### config.mk
export PLATFORM = sky130hd
export DESIGN_NAME = scs_top
export DESIGN_NICKNAME = d
export VERILOG_FILES = /design/src/design/scs_pkg.sv /design/src/design/scs_top.sv
export SDC_FILE = /design/constraint.sdc
export NUM_CORES = 2
export LEC_CHECK = 0
export BUFFER_PORTS_ARGS = -buffer_cell sky130_fd_sc_hd__buf_2
export CAP_MARGIN = 25
export CORE_ASPECT_RATIO = 1.5
export CORE_MARGIN = 3
export CORE_UTILIZATION = 45
export DETAILED_ROUTE_END_ITERATION = 8
export PLACE_DENSITY_LB_ADDON = 0.15
export SLEW_MARGIN = 10
export SYNTH_ARGS = -nofsm -noshare
export SYNTH_HDL_FRONTEND = slang
export SYNTH_SLANG_ARGS = --single-unit
### constraint.sdc
create_clock -name CLOCK -period 6.65 [get_ports CLOCK]
set_input_delay 1.33 -clock CLOCK [delete_from_list [all_inputs] [get_ports CLOCK]]
set_output_delay 1.33 -clock CLOCK [all_outputs]
set_load 0.005 [all_outputs]
### src/design/scs_pkg.sv
// Constants, register map and state codes of the servo command selector.
// Assumes one 250 MHz clock and an APB register bus of 32-bit words.
package scs_pkg;
  // ==========================================================================
  // Register offsets.
  localparam logic [11:0] ADDR_CTRL     = 12'h000;
  localparam logic [11:0] ADDR_DIFUNC   = 12'h004;
  localparam logic [11:0] ADDR_SEQ      = 12'h008;
  localparam logic [11:0] ADDR_STATUS   = 12'h00c;
  localparam logic [11:0] ADDR_COMMAND  = 12'h010;
  localparam logic [11:0] ADDR_ANALOG   = 12'h014;
  localparam logic [11:0] ADDR_SPD_OFS  = 12'h018;
  localparam logic [11:0] ADDR_TRQ_OFS  = 12'h01c;
  localparam logic [11:0] ADDR_POS_BASE = 12'h040;
  localparam logic [11:0] ADDR_SPD_BASE = 12'h080;
  localparam logic [11:0] ADDR_TRQ_BASE = 12'h0a0;
  // ==========================================================================
  // Field positions of the control register.
  localparam int CTRL_MODE_LSB  = 0;
  localparam int CTRL_FORCE_LSB = 4;
  localparam int CTRL_SPDSRC    = 8;
  localparam int CTRL_POSSRC    = 9;
  localparam int CTRL_TRQSRC    = 10;
  localparam int CTRL_ZERO_SPD  = 11;
  localparam int CTRL_ZERO_TRQ  = 12;
  // Field positions of the sequence register.
  localparam int SEQ_MODE_LSB   = 0;
  localparam int SEQ_COUNT_LSB  = 4;
  // ==========================================================================
  // Parameter values with a meaning.
  localparam logic [3:0] MODE_POSITION = 4'h0;
  localparam logic [3:0] MODE_SPEED    = 4'h1;
  localparam logic [3:0] MODE_TORQUE   = 4'h6;
  localparam logic [1:0] FORCE_ON      = 2'h2;
  localparam logic [7:0] FUNC_SERVO_ON = 8'h01;
  localparam logic [7:0] FUNC_SPD_B0   = 8'h0e;
  localparam logic [7:0] FUNC_SPD_B1   = 8'h0f;
  localparam logic [7:0] FUNC_SPD_B2   = 8'h10;
  localparam logic [7:0] FUNC_TRQ_B0   = 8'h11;
  localparam logic [7:0] FUNC_TRQ_B1   = 8'h12;
  // ==========================================================================
  // Reset values.
  localparam logic [31:0] CTRL_RESET   = 32'h0000_0000;
  localparam logic [31:0] DIFUNC_RESET = 32'h0000_0001;
  localparam logic [31:0] SEQ_RESET    = 32'h0000_0080;
  // ==========================================================================
  // Timing: dwell of a simulated move, in cycles.
  localparam logic [7:0] MOVE_CYCLES   = 8'h10;
  typedef enum logic [1:0] {
    SEQ_IDLE = 2'b00,
    SEQ_MOVE = 2'b01,
    SEQ_HOME = 2'b10
  } scs_seq_type;
endpackage

### src/design/scs_top.sv
// Servo command selector: enable, mode choice, select decode, sequencer.
// Assumes synchronous input pins and an APB master on CLOCK.
`timescale 1ns/1ps
`default_nettype none
module scs_top (
  input  wire logic        CLOCK,
  input  wire logic        SRST,
  input  wire logic        PSEL,
  input  wire logic        PENABLE,
  input  wire logic        PWRITE,
  input  wire logic [11:0] PADDR,
  input  wire logic [31:0] PWDATA,
  output logic      [31:0] PRDATA,
  output logic             PREADY,
  output logic             PSLVERR,
  input  wire logic        DIGITAL_INPUT_1,
  input  wire logic        DIGITAL_INPUT_2,
  input  wire logic        DIGITAL_INPUT_3,
  input  wire logic        DIGITAL_INPUT_4,
  input  wire logic        SEGMENT_TRIGGER,
  input  wire logic        SEGMENT_SELECT_B0,
  input  wire logic        SEGMENT_SELECT_B1,
  input  wire logic        SEGMENT_SELECT_B2,
  input  wire logic [15:0] ANALOG_IN,
  input  wire logic        RUN_READY,
  output logic             SERVO_ENABLED,
  output logic             POSITION_COMPLETE,
  output logic      [31:0] COMMAND,
  output logic       [2:0] SEGMENT_INDEX
);
  // ==========================================================================
  // Register storage.
  logic [31:0] ctrl;
  logic [31:0] difunc;
  logic [31:0] seq;
  logic [31:0] spd_ofs;
  logic [31:0] trq_ofs;
  logic [31:0] pos_tab [8];
  logic [31:0] spd_tab [8];
  logic [31:0] trq_tab [4];
  logic [3:0]  mode;
  logic [1:0]  seq_mode;
  logic [2:0]  seg_last;
  logic        enabled;
  logic        wr;
  logic        rd;
  logic        hit;
  logic [31:0] next_rdata;
  logic        zero_spd_go;
  logic        zero_trq_go;

  assign mode     = ctrl[scs_pkg::CTRL_MODE_LSB +: 4];
  assign seq_mode = seq[scs_pkg::SEQ_MODE_LSB +: 2];
  assign seg_last = seq[scs_pkg::SEQ_COUNT_LSB +: 3];
  assign wr       = PSEL && PENABLE && PWRITE;
  assign rd       = PSEL && PENABLE && !PWRITE;
  assign PREADY   = 1'b1;
  assign PSLVERR  = PSEL && PENABLE && !hit;

  // ==========================================================================
  // Enable.
  // servo-on sources
  assign enabled = (difunc[7:0] == scs_pkg::FUNC_SERVO_ON && DIGITAL_INPUT_1)
                || ctrl[scs_pkg::CTRL_FORCE_LSB +: 2] == scs_pkg::FORCE_ON;

  always_ff @(posedge CLOCK) begin
    if (SRST) begin
      SERVO_ENABLED <= 1'b0;
    end else begin
      SERVO_ENABLED <= enabled;
    end
  end

  // ==========================================================================
  // Register writes.
  assign zero_spd_go = wr && PADDR == scs_pkg::ADDR_CTRL
                    && PWDATA[scs_pkg::CTRL_ZERO_SPD];
  assign zero_trq_go = wr && PADDR == scs_pkg::ADDR_CTRL
                    && PWDATA[scs_pkg::CTRL_ZERO_TRQ];

  always_ff @(posedge CLOCK) begin
    if (SRST) begin
      ctrl   <= scs_pkg::CTRL_RESET;
      difunc <= scs_pkg::DIFUNC_RESET;
      seq    <= scs_pkg::SEQ_RESET;
      for (int i = 0; i < 8; i++) begin
        pos_tab[i] <= 32'h0000_0000;
        spd_tab[i] <= 32'h0000_0000;
      end
      for (int i = 0; i < 4; i++) begin
        trq_tab[i] <= 32'h0000_0000;
      end
    end else if (wr) begin
      if (PADDR == scs_pkg::ADDR_CTRL) begin
        ctrl <= {21'h0, PWDATA[10:0]};
      end else if (PADDR == scs_pkg::ADDR_DIFUNC) begin
        difunc <= PWDATA;
      end else if (PADDR == scs_pkg::ADDR_SEQ) begin
        seq <= {25'h0, PWDATA[6:0]};
      end else if (PADDR[11:5] == scs_pkg::ADDR_POS_BASE[11:5]) begin
        pos_tab[PADDR[4:2]] <= PWDATA;
      end else if (PADDR[11:5] == scs_pkg::ADDR_SPD_BASE[11:5]) begin
        spd_tab[PADDR[4:2]] <= PWDATA;
      end else if (PADDR[11:4] == scs_pkg::ADDR_TRQ_BASE[11:4]) begin
        trq_tab[PADDR[3:2]] <= PWDATA;
      end
    end
  end

  // ==========================================================================
  // Zero-drift compensation stores the present analog reading.
  always_ff @(posedge CLOCK) begin
    if (SRST) begin
      spd_ofs <= 32'h0000_0000;
      trq_ofs <= 32'h0000_0000;
    end else if (RUN_READY && enabled) begin
      if (zero_spd_go) begin
        spd_ofs <= {{16{ANALOG_IN[15]}}, ANALOG_IN};
      end
      if (zero_trq_go) begin
        trq_ofs <= {{16{ANALOG_IN[15]}}, ANALOG_IN};
      end
    end
  end

  // ==========================================================================
  // Select decode.
  logic [2:0] spd_sel;
  logic [1:0] trq_sel;
  assign spd_sel[0] = difunc[15:8]  == scs_pkg::FUNC_SPD_B0 && DIGITAL_INPUT_2;
  assign spd_sel[1] = difunc[23:16] == scs_pkg::FUNC_SPD_B1 && DIGITAL_INPUT_3;
  assign spd_sel[2] = difunc[31:24] == scs_pkg::FUNC_SPD_B2 && DIGITAL_INPUT_4;
  assign trq_sel[0] = difunc[15:8]  == scs_pkg::FUNC_TRQ_B0 && DIGITAL_INPUT_2;
  assign trq_sel[1] = difunc[23:16] == scs_pkg::FUNC_TRQ_B1 && DIGITAL_INPUT_3;

  // ==========================================================================
  // Position sequencer.
  scs_pkg::scs_seq_type state;
  logic [2:0] seg;
  logic [7:0] dwell;
  logic       trig_q;
  logic [2:0] sel_q;
  logic       pos_mode;
  logic       trig_rise;
  logic       trig_fall;
  logic [2:0] sel_rise;
  assign pos_mode  = mode == scs_pkg::MODE_POSITION
                   && ctrl[scs_pkg::CTRL_POSSRC];
  assign trig_rise = SEGMENT_TRIGGER && !trig_q;
  assign trig_fall = !SEGMENT_TRIGGER && trig_q;
  assign sel_rise  = {SEGMENT_SELECT_B2, SEGMENT_SELECT_B1, SEGMENT_SELECT_B0}
                   & ~sel_q;

  always_ff @(posedge CLOCK) begin
    if (SRST) begin
      trig_q <= 1'b0;
      sel_q  <= 3'h0;
    end else begin
      trig_q <= SEGMENT_TRIGGER;
      sel_q  <= {SEGMENT_SELECT_B2, SEGMENT_SELECT_B1, SEGMENT_SELECT_B0};
    end
  end

  always_ff @(posedge CLOCK) begin
    if (SRST) begin
      state <= scs_pkg::SEQ_IDLE;
      seg   <= 3'h0;
      dwell <= 8'h00;
      POSITION_COMPLETE <= 1'b1;
    end else if (!enabled || !pos_mode) begin
      state <= scs_pkg::SEQ_IDLE;
      dwell <= 8'h00;
      POSITION_COMPLETE <= 1'b1;
    end else begin
      case (state)
        scs_pkg::SEQ_IDLE: begin
          if (POSITION_COMPLETE) begin
            case (seq_mode)
              2'd0, 2'd1: begin
                if ((seq_mode == 2'd0 && trig_rise)
                    || (seq_mode == 2'd1 && SEGMENT_TRIGGER)) begin
                  seg   <= 3'h0;
                  state <= scs_pkg::SEQ_MOVE;
                  dwell <= scs_pkg::MOVE_CYCLES;
                  POSITION_COMPLETE <= 1'b0;
                end
              end
              2'd2: begin
                if (trig_fall) begin
                  seg   <= {SEGMENT_SELECT_B2, SEGMENT_SELECT_B1,
                            SEGMENT_SELECT_B0};
                  state <= scs_pkg::SEQ_HOME;
                  dwell <= scs_pkg::MOVE_CYCLES;
                  POSITION_COMPLETE <= 1'b0;
                end
              end
              default: begin
                if (sel_rise[2]) begin
                  seg <= 3'h0;
                end else if (sel_rise[1]) begin
                  seg <= (seg == 3'h0) ? 3'h0 : seg - 3'h1;
                end else if (sel_rise[0]) begin
                  seg <= (seg >= seg_last) ? seg : seg + 3'h1;
                end
                if (sel_rise != 3'h0) begin
                  state <= scs_pkg::SEQ_HOME;
                  dwell <= scs_pkg::MOVE_CYCLES;
                  POSITION_COMPLETE <= 1'b0;
                end
              end
            endcase
          end
        end
        scs_pkg::SEQ_MOVE: begin
          if (dwell != 8'h00) begin
            dwell <= dwell - 8'h01;
          end else if (seg < seg_last) begin
            seg   <= seg + 3'h1;
            dwell <= scs_pkg::MOVE_CYCLES;
          end else if (seq_mode == 2'd1 && SEGMENT_TRIGGER) begin
            seg   <= 3'h0;
            dwell <= scs_pkg::MOVE_CYCLES;
          end else begin
            // Return to the first location and finish.
            seg   <= 3'h0;
            state <= scs_pkg::SEQ_HOME;
            dwell <= scs_pkg::MOVE_CYCLES;
          end
        end
        scs_pkg::SEQ_HOME: begin
          if (dwell != 8'h00) begin
            dwell <= dwell - 8'h01;
          end else begin
            state <= scs_pkg::SEQ_IDLE;
            POSITION_COMPLETE <= 1'b1;
          end
        end
        default: begin
          state <= scs_pkg::SEQ_IDLE;
        end
      endcase
    end
  end

  // ==========================================================================
  // Command output.
  logic [31:0] next_command;
  always_comb begin
    next_command = 32'h0000_0000;
    if (!enabled) begin
      next_command = 32'h0000_0000;
    end else if (pos_mode) begin
      next_command = pos_tab[seg];
    end else if (mode == scs_pkg::MODE_SPEED) begin
      next_command = ctrl[scs_pkg::CTRL_SPDSRC] ? spd_tab[spd_sel]
                   : {{16{ANALOG_IN[15]}}, ANALOG_IN} - spd_ofs;
    end else if (mode == scs_pkg::MODE_TORQUE) begin
      next_command = ctrl[scs_pkg::CTRL_TRQSRC] ? trq_tab[trq_sel]
                   : {{16{ANALOG_IN[15]}}, ANALOG_IN} - trq_ofs;
    end
  end

  always_ff @(posedge CLOCK) begin
    if (SRST) begin
      COMMAND       <= 32'h0000_0000;
      SEGMENT_INDEX <= 3'h0;
    end else begin
      COMMAND       <= next_command;
      SEGMENT_INDEX <= seg;
    end
  end

  // ==========================================================================
  // Register reads.
  always_comb begin
    next_rdata = 32'h0000_0000;
    hit        = 1'b1;
    if (PADDR == scs_pkg::ADDR_CTRL) begin
      next_rdata = ctrl;
    end else if (PADDR == scs_pkg::ADDR_DIFUNC) begin
      next_rdata = difunc;
    end else if (PADDR == scs_pkg::ADDR_SEQ) begin
      next_rdata = seq;
    end else if (PADDR == scs_pkg::ADDR_STATUS) begin
      next_rdata = {25'h0, seg, state, POSITION_COMPLETE, SERVO_ENABLED};
    end else if (PADDR == scs_pkg::ADDR_COMMAND) begin
      next_rdata = COMMAND;
    end else if (PADDR == scs_pkg::ADDR_ANALOG) begin
      next_rdata = {16'h0, ANALOG_IN};
    end else if (PADDR == scs_pkg::ADDR_SPD_OFS) begin
      next_rdata = spd_ofs;
    end else if (PADDR == scs_pkg::ADDR_TRQ_OFS) begin
      next_rdata = trq_ofs;
    end else if (PADDR[11:5] == scs_pkg::ADDR_POS_BASE[11:5]) begin
      next_rdata = pos_tab[PADDR[4:2]];
    end else if (PADDR[11:5] == scs_pkg::ADDR_SPD_BASE[11:5]) begin
      next_rdata = spd_tab[PADDR[4:2]];
    end else if (PADDR[11:4] == scs_pkg::ADDR_TRQ_BASE[11:4]) begin
      next_rdata = trq_tab[PADDR[3:2]];
    end else begin
      hit = 1'b0;
    end
  end

  always_ff @(posedge CLOCK) begin
    if (SRST) begin
      PRDATA <= 32'h0000_0000;
    end else if (PSEL && !PENABLE && !PWRITE) begin
      PRDATA <= next_rdata;
    end
  end

  // ==========================================================================
  // Checks.
  chk_force_enable: assert property (@(posedge CLOCK) disable iff (SRST)
    ctrl[5:4] == scs_pkg::FORCE_ON |=> SERVO_ENABLED)
    else $error("Forced enable did not enable.");
  chk_di_enable: assert property (@(posedge CLOCK) disable iff (SRST)
    difunc[7:0] == 8'h01 && DIGITAL_INPUT_1 |=> SERVO_ENABLED)
    else $error("Servo-on input ignored.");
  chk_busy_ignore: assert property (@(posedge CLOCK) disable iff (SRST)
    enabled && pos_mode && state == scs_pkg::SEQ_MOVE && dwell != 8'h00
    |=> !POSITION_COMPLETE)
    else $error("Completion during motion.");
  chk_fall_start: assert property (@(posedge CLOCK) disable iff (SRST)
    enabled && pos_mode && seq_mode == 2'd2 && state == scs_pkg::SEQ_IDLE
    && trig_fall |=> !POSITION_COMPLETE
    && seg == $past({SEGMENT_SELECT_B2, SEGMENT_SELECT_B1,
                     SEGMENT_SELECT_B0}))
    else $error("Falling edge did not start move.");
  chk_home_jump: assert property (@(posedge CLOCK) disable iff (SRST)
    enabled && pos_mode && seq_mode == 2'd3 && state == scs_pkg::SEQ_IDLE
    && sel_rise[2] |=> seg == 3'h0)
    else $error("Home select missed.");
  chk_prev_clamp: assert property (@(posedge CLOCK) disable iff (SRST)
    enabled && pos_mode && seq_mode == 2'd3 && state == scs_pkg::SEQ_IDLE
    && sel_rise == 3'b010 && seg == 3'h0 |=> seg == 3'h0)
    else $error("Previous stepped below first.");
  chk_move_done: assert property (@(posedge CLOCK) disable iff (SRST)
    state == scs_pkg::SEQ_HOME && dwell == 8'h00 && enabled && pos_mode
    |=> POSITION_COMPLETE ##1 SEGMENT_INDEX == $past(seg, 2))
    else $error("Move end without completion.");
  chk_zero_cmd: assert property (@(posedge CLOCK) disable iff (SRST)
    !enabled |=> COMMAND == 32'h0000_0000)
    else $error("Command nonzero while disabled.");
  chk_speed_sel: assert property (@(posedge CLOCK) disable iff (SRST)
    enabled && mode == scs_pkg::MODE_SPEED && ctrl[8]
    |=> COMMAND == $past(spd_tab[spd_sel]))
    else $error("Wrong internal speed.");
  cov_once: cover property (@(posedge CLOCK) seq_mode == 2'd0 && trig_rise
    && POSITION_COMPLETE && pos_mode && enabled);
  cov_loop: cover property (@(posedge CLOCK) seq_mode == 2'd1
    && state == scs_pkg::SEQ_MOVE);
  cov_torque: cover property (@(posedge CLOCK) enabled
    && mode == scs_pkg::MODE_TORQUE);
endmodule
`default_nettype wire
---- Word level (Yosys, flattened, before mapping) ----
Memories as Yosys holds them, arrays and structs flattened. A register that Yosys moved wholly into a read port is not among the register bits.
Cells that the tools add are included.
cells by class
  $add $sub $neg .......................... 5
  magnitude comparators ................... 2
  equal/unequal tests ..................... 34
  mux-type cells .......................... 100
  bitwise gates (word level) .............. 6
  reduce and logical (&&, ||, !) cells .... 55
operators by type and width
  kind                   count
  $mux W32               19
  $reduce_or A32 Y1      3
  $eq A12 B5 Y1 const B  4
  $mux W8                6
  $mux W1                44
  $mux W3                14
  $sub A16 B16 Y17       2
  $eq A12 B4 Y1 const B  2
  $eq A8 B4 Y1 const B   3
  $eq A8 B5 Y1 const B   3
  $pmux W8 S3            1
  $logic_and A1 B1 Y1    20
  $mux W2                9
  $pmux W8 S2            1
  $reduce_and A8 Y1      2
  $eq A12 B3 Y1 const B  1
  $logic_not A12 Y1      1
  $ne A2 B2 Y1 const B   6
  $ne A6 B4 Y1 const B   2
  $pmux W3 S2            2
  $eq A8 B1 Y1 const B   1
  $reduce_and A2 Y1      4
  $reduce_bool A8 Y1     1
  $sub A8 B1 Y8 const B  1
  other kinds (29)       50
word-level totals
  register bits ........................... 169
  bits in writable memories ............... 640
  output and inout bits ................... 71
  logic and storage cells ................. 220
  memories kept ........................... 3
memories
  name     words  bits a word  rd ports  clocked after Yosys merged registers in  write ports  line           source
  pos_tab  8      32           2         1                                        8            scs_top.sv:38  logic [31:0] pos_tab [8];
  spd_tab  8      32           2         0                                        8            scs_top.sv:39  logic [31:0] spd_tab [8];
  trq_tab  4      32           2         0                                        4            scs_top.sv:40  logic [31:0] trq_tab [4];

---- Depth between registers and ports, before layout ----
  word-level depth ........................ 14
  mapped depth ............................ 11
  mapped depth without buffers ............ 10

---- Least setup slack after synthesis ----
OpenSTA, ideal clock, no wires.
  path kind ............................... input -> register
  start point ............................. input PADDR[9]
  end point ............................... memory spd_tab[7][0], enable pin
  library setup time ...................... 0.466 ns
  arrival ................................. 4.806 ns
  data required time ...................... 6.184 ns
  slack ................................... 1.378 ns
  stages on the path ...................... 6
  buffers on the path ..................... 1
  cells stage by stage .................... nor4_4 > nand2_1 > nor2_1 > nand2_1 > buf_2 > o21ai_0
RTL lines
  element      line           source
  from (decl)  scs_top.sv:11  input wire logic [11:0] PADDR,
  to (decl)    scs_top.sv:39

---- Worst setup path after layout ----
  start point ............................. input PADDR[9]
  end point ............................... output PSLVERR
between the ends
  cells in the longest elaborated chain, start to end .. 14
RTL lines
  element                  line            source
  $eq A8 B4 Y1             scs_top.sv:298  end else if (PADDR[11:4] == scs_pkg::ADDR_TRQ_BASE[11:4]) begin
  $mux W1                  scs_top.sv:298
  $mux W1                  scs_top.sv:296  end else if (PADDR[11:5] == scs_pkg::ADDR_SPD_BASE[11:5]) begin
  $mux W1                  scs_top.sv:294  end else if (PADDR[11:5] == scs_pkg::ADDR_POS_BASE[11:5]) begin
  $mux W1                  scs_top.sv:292  end else if (PADDR == scs_pkg::ADDR_TRQ_OFS) begin
  $mux W1                  scs_top.sv:290  end else if (PADDR == scs_pkg::ADDR_SPD_OFS) begin
  $mux W1                  scs_top.sv:288  end else if (PADDR == scs_pkg::ADDR_ANALOG) begin
  $mux W1                  scs_top.sv:286  end else if (PADDR == scs_pkg::ADDR_COMMAND) begin
  $mux W1                  scs_top.sv:284  end else if (PADDR == scs_pkg::ADDR_STATUS) begin
  $mux W1                  scs_top.sv:282  end else if (PADDR == scs_pkg::ADDR_SEQ) begin
  $mux W1                  scs_top.sv:280  end else if (PADDR == scs_pkg::ADDR_DIFUNC) begin
  $mux W1 (*)              scs_top.sv:278  if (PADDR == scs_pkg::ADDR_CTRL) begin
  $logic_not A1 Y1 (*)     scs_top.sv:58   assign PSLVERR = PSEL && PENABLE && !hit;
  $logic_and A1 B1 Y1 (*)  scs_top.sv:58
  to (decl)                scs_top.sv:15   output logic PSLVERR,
Mark *: on every way between the ends. The rest lies on a longest branch, timed or not.

==> impl_metrics.toml <==
[global_routing]
top_usage_layer = "met2"
first_global_vias = 32400
grt_pass1_wl_mm = 235.7
grt_use_met1_pct = 38.08
grt_max_degree = 65
track_usage_pct = 32.87
antenna_found_initial = 6
use_met2_pct = 53.08
grt_use_met3_pct = 4.971
gr-total-overflow = 0

[power]
leakage_uw = 0.01757
power.density_nw_per_um2 = 240.3
peakVddDrop_mv = 0.2038
power_uw = 11730

[die]
fp.dieH_um = 387.8
start_util_pct = 45.55
die_x_um = 260.5
io_pins = 145
coreArea_um2 = 96000
fp-row-count = 139
die_area_um2 = 101000

[worst_setup_path]
setup.worst_path.end_class = "output port"
crit_path_start_kind = "input pin"
cp.arrival_ns = 3.69
crit_required_ns = 5.32
worstSetupPathType = "input pin to output port"
critical_path.max_fanout = 14
reg2reg_depth = 7

[timing]
rsz0062_at_grt = "false"
fin_tns_setup_ns = 0
finalCriticalPeriod_ns = 5.015
fin_skew_ns = 0.03889
drv_slew = 0
fin_crit_sh_pct = 75.42
hold_viol = 0
fmax_mhz = 199.4
setup_viol = 0
tightest_slew_ns = 1.136
maxSlewHeadroom_pct = 22.12

[clock_network]
clk_pin_slew_ns = 0.07
postCtsHoldBufs = 0
clock_path_buffers = 3
cts_tree = "built"
ctsHtreeMaxLevel = 3
cts_sinks = 812
cts_setup_buffers = 0
cts_made_buffers = 83
clk_latency_ns = 0.70
cts-root-buf = "clkbuf_16"
cts_resized = 0

[synthesis]
synth_top_area_cell = "edfxtp_1"
synth_cells = 3706
async_flop_share_pct = 0
synthDominantCellAreaShare_pct = 43.95
synthTopCellsByArea = "edfxtp_1 (44%), mux4_2 (13%), dfxtp_1 (7.9%)"
synth_area_per_cell_um2 = 11.80
syn_area_um2 = 43720
yosys_warnings = 0
synth_cell_types = 82
synth-edff-count = 640
ys_dominant_reg_cell = "edfxtp_1"
postSynthNetCount = 3827
ys_seq_area_share_pct = 51.83
ys_seq_elements = 812

[cells_and_area]
fillers = 8569
layout-drive-gt1-share_pct = 18.69
area_growth_pct = 11.58
fin_nets = 3858

[detailed_routing]
drt_wl_total_mm = 165.8
num_vias = 32480
viasPerCell = 6.397
drcViolationCount = 0
wl_per_cell_um = 32.66
first_iter_violations = 3620
dr.pass1.iters = 8
postRouteAntennaNets = 0

[flow_run]
drv_cap = 0

[place]
port_buffers = 143
place_congestion = 0.9902
dp_hpwl_mm = 112.3

[run_status]
run_status = "completed"

[min_path]
hold_depth = 2
hp-class = "flip-flop to flip-flop"
-- registers in the layout (all words and copies together), names as in the netlist, 8 cells and up, named ones only --
| register | cells |
|---|---|
| dwell | 8 |
| ctrl | 11 |
| trq_ofs | 16 |
| seq | 8 |
| difunc | 32 |
| spd_ofs | 16 |
| pos_tab | 256 |
| spd_tab | 256 |
| COMMAND | 32 |
| trq_tab | 128 |
| PRDATA | 32 |
-- placed cells by master (no fill, tap or decap), drive strengths merged, types with 12 or more instances in the layout --
master,instances
a211oi,58
a21oi,121
a221oi,27
a22oi,29
a311oi,23
a31oi,51
and2,523
and3,51
buf,258
clkbuf,104
clkinv,34
dfxtp,172
edfxtp,640
ha,45
inv,107
mux2,25
mux2i,162
mux4,247
nand2,390
nand3,101
nor2,197
nor2b,35
nor3,29
o211ai,28
o21ai,96
o22a,18
o22ai,24
or2,16
xnor2,12
-- per-layer routing --
layer | routed length [µm] | part of all wire (%)
met1 | 57800 | 35
met2 | 78810 | 48
met3 | 11480 | 6.9
met4 | 17730 | 11
met5 | 13 | 0.0078
-- final timing paths --
kind | start | end | slack, ns
setup / recovery | PADDR[9] | PSLVERR | 1.63
hold / removal | PRDATA[21]$_SDFFE_PP0P_ | PRDATA[21]$_SDFFE_PP0P_ | 0.45
setup reg to reg | difunc[13]$_SDFFE_PP0P_ | COMMAND[11]$_SDFF_PP0_ | 2.91
hold reg to reg | PRDATA[21]$_SDFFE_PP0P_ | PRDATA[21]$_SDFFE_PP0P_ | 0.45
-- worst max-delay path: stages --
cell,delay (ns)
buf_2,0.11
nor4_4,0.67
nand3_1,0.80
o2111ai_1,0.45
a211oi_1,0.15
buf_2,0.17
-- through the flow --
stage	setup WS, ns	instances	cell area [µm²]	utilization, %	hold WS, ns
2_1_floorplan	1.378	3706	43720	-	0.4319
3_5_place_dp	1.615	4919	45930	47.85	0.4385
5_1_grt	1.483	5074	48780	50.81	0.4768
6_report	1.635	5077	48790	50.82	0.4535
3_3_place_gp	1.589	4916	45880	47.79	0.4382
4_1_cts	1.739	5072	48730	50.76	0.4540
-- cells in the mapped netlist (all sizes together), types with 12 or more instances --
cell type,instances
mux2i,162
o22a,18
nor2,197
nor3,29
o211ai,28
and2,523
o21ai,96
or2,16
a311oi,23
nor2b,35
xnor2,12
a31oi,51
nand2,390
nand3,101
edfxtp,640
o22ai,24
ha,45
inv,102
a21oi,121
a221oi,27
and3,51
a211oi,58
a22oi,29
mux4,247
dfxtp,172
buf,89
clkbuf,223
mux2,25
-- logic make-up (layout without fill, tap and decap cells) --
group	after synthesis	after routing	synth area share, %
DFF	812	812	51.83
buffers and inverters	415	514	3.772
adders and majority gates	47	47	1.379
xor gates and xnor gates	21	21	0.4207
AOI/OAI and AO/OA	575	575	8.842
muxes	434	434	17.10
other	1	4	0.008576
and+or+nand+nor	1401	1401	16.65
-- report_power, final --
part	internal, µW	switching, µW	total (µW)
sequential	5670	110	5780
clock	2850	2100	4940
combinational	349	657	1010
total	8860	2870	11700
-- cell type report --
cell class,instances,area (µm²),area share (%)
timing repair buffer,258,1684,3.452
tap,1269,1588,3.254
sequential,812,22670,46.47
clock buffer,104,2268,4.650
inverter,103,386.6,0.7925
antenna,3,7.507,0.01539
clock inverter,49,528.0,1.082
multi-input combinational,2479,19660,40.29
No activity file was read; power rests on OpenSTA's default activity.
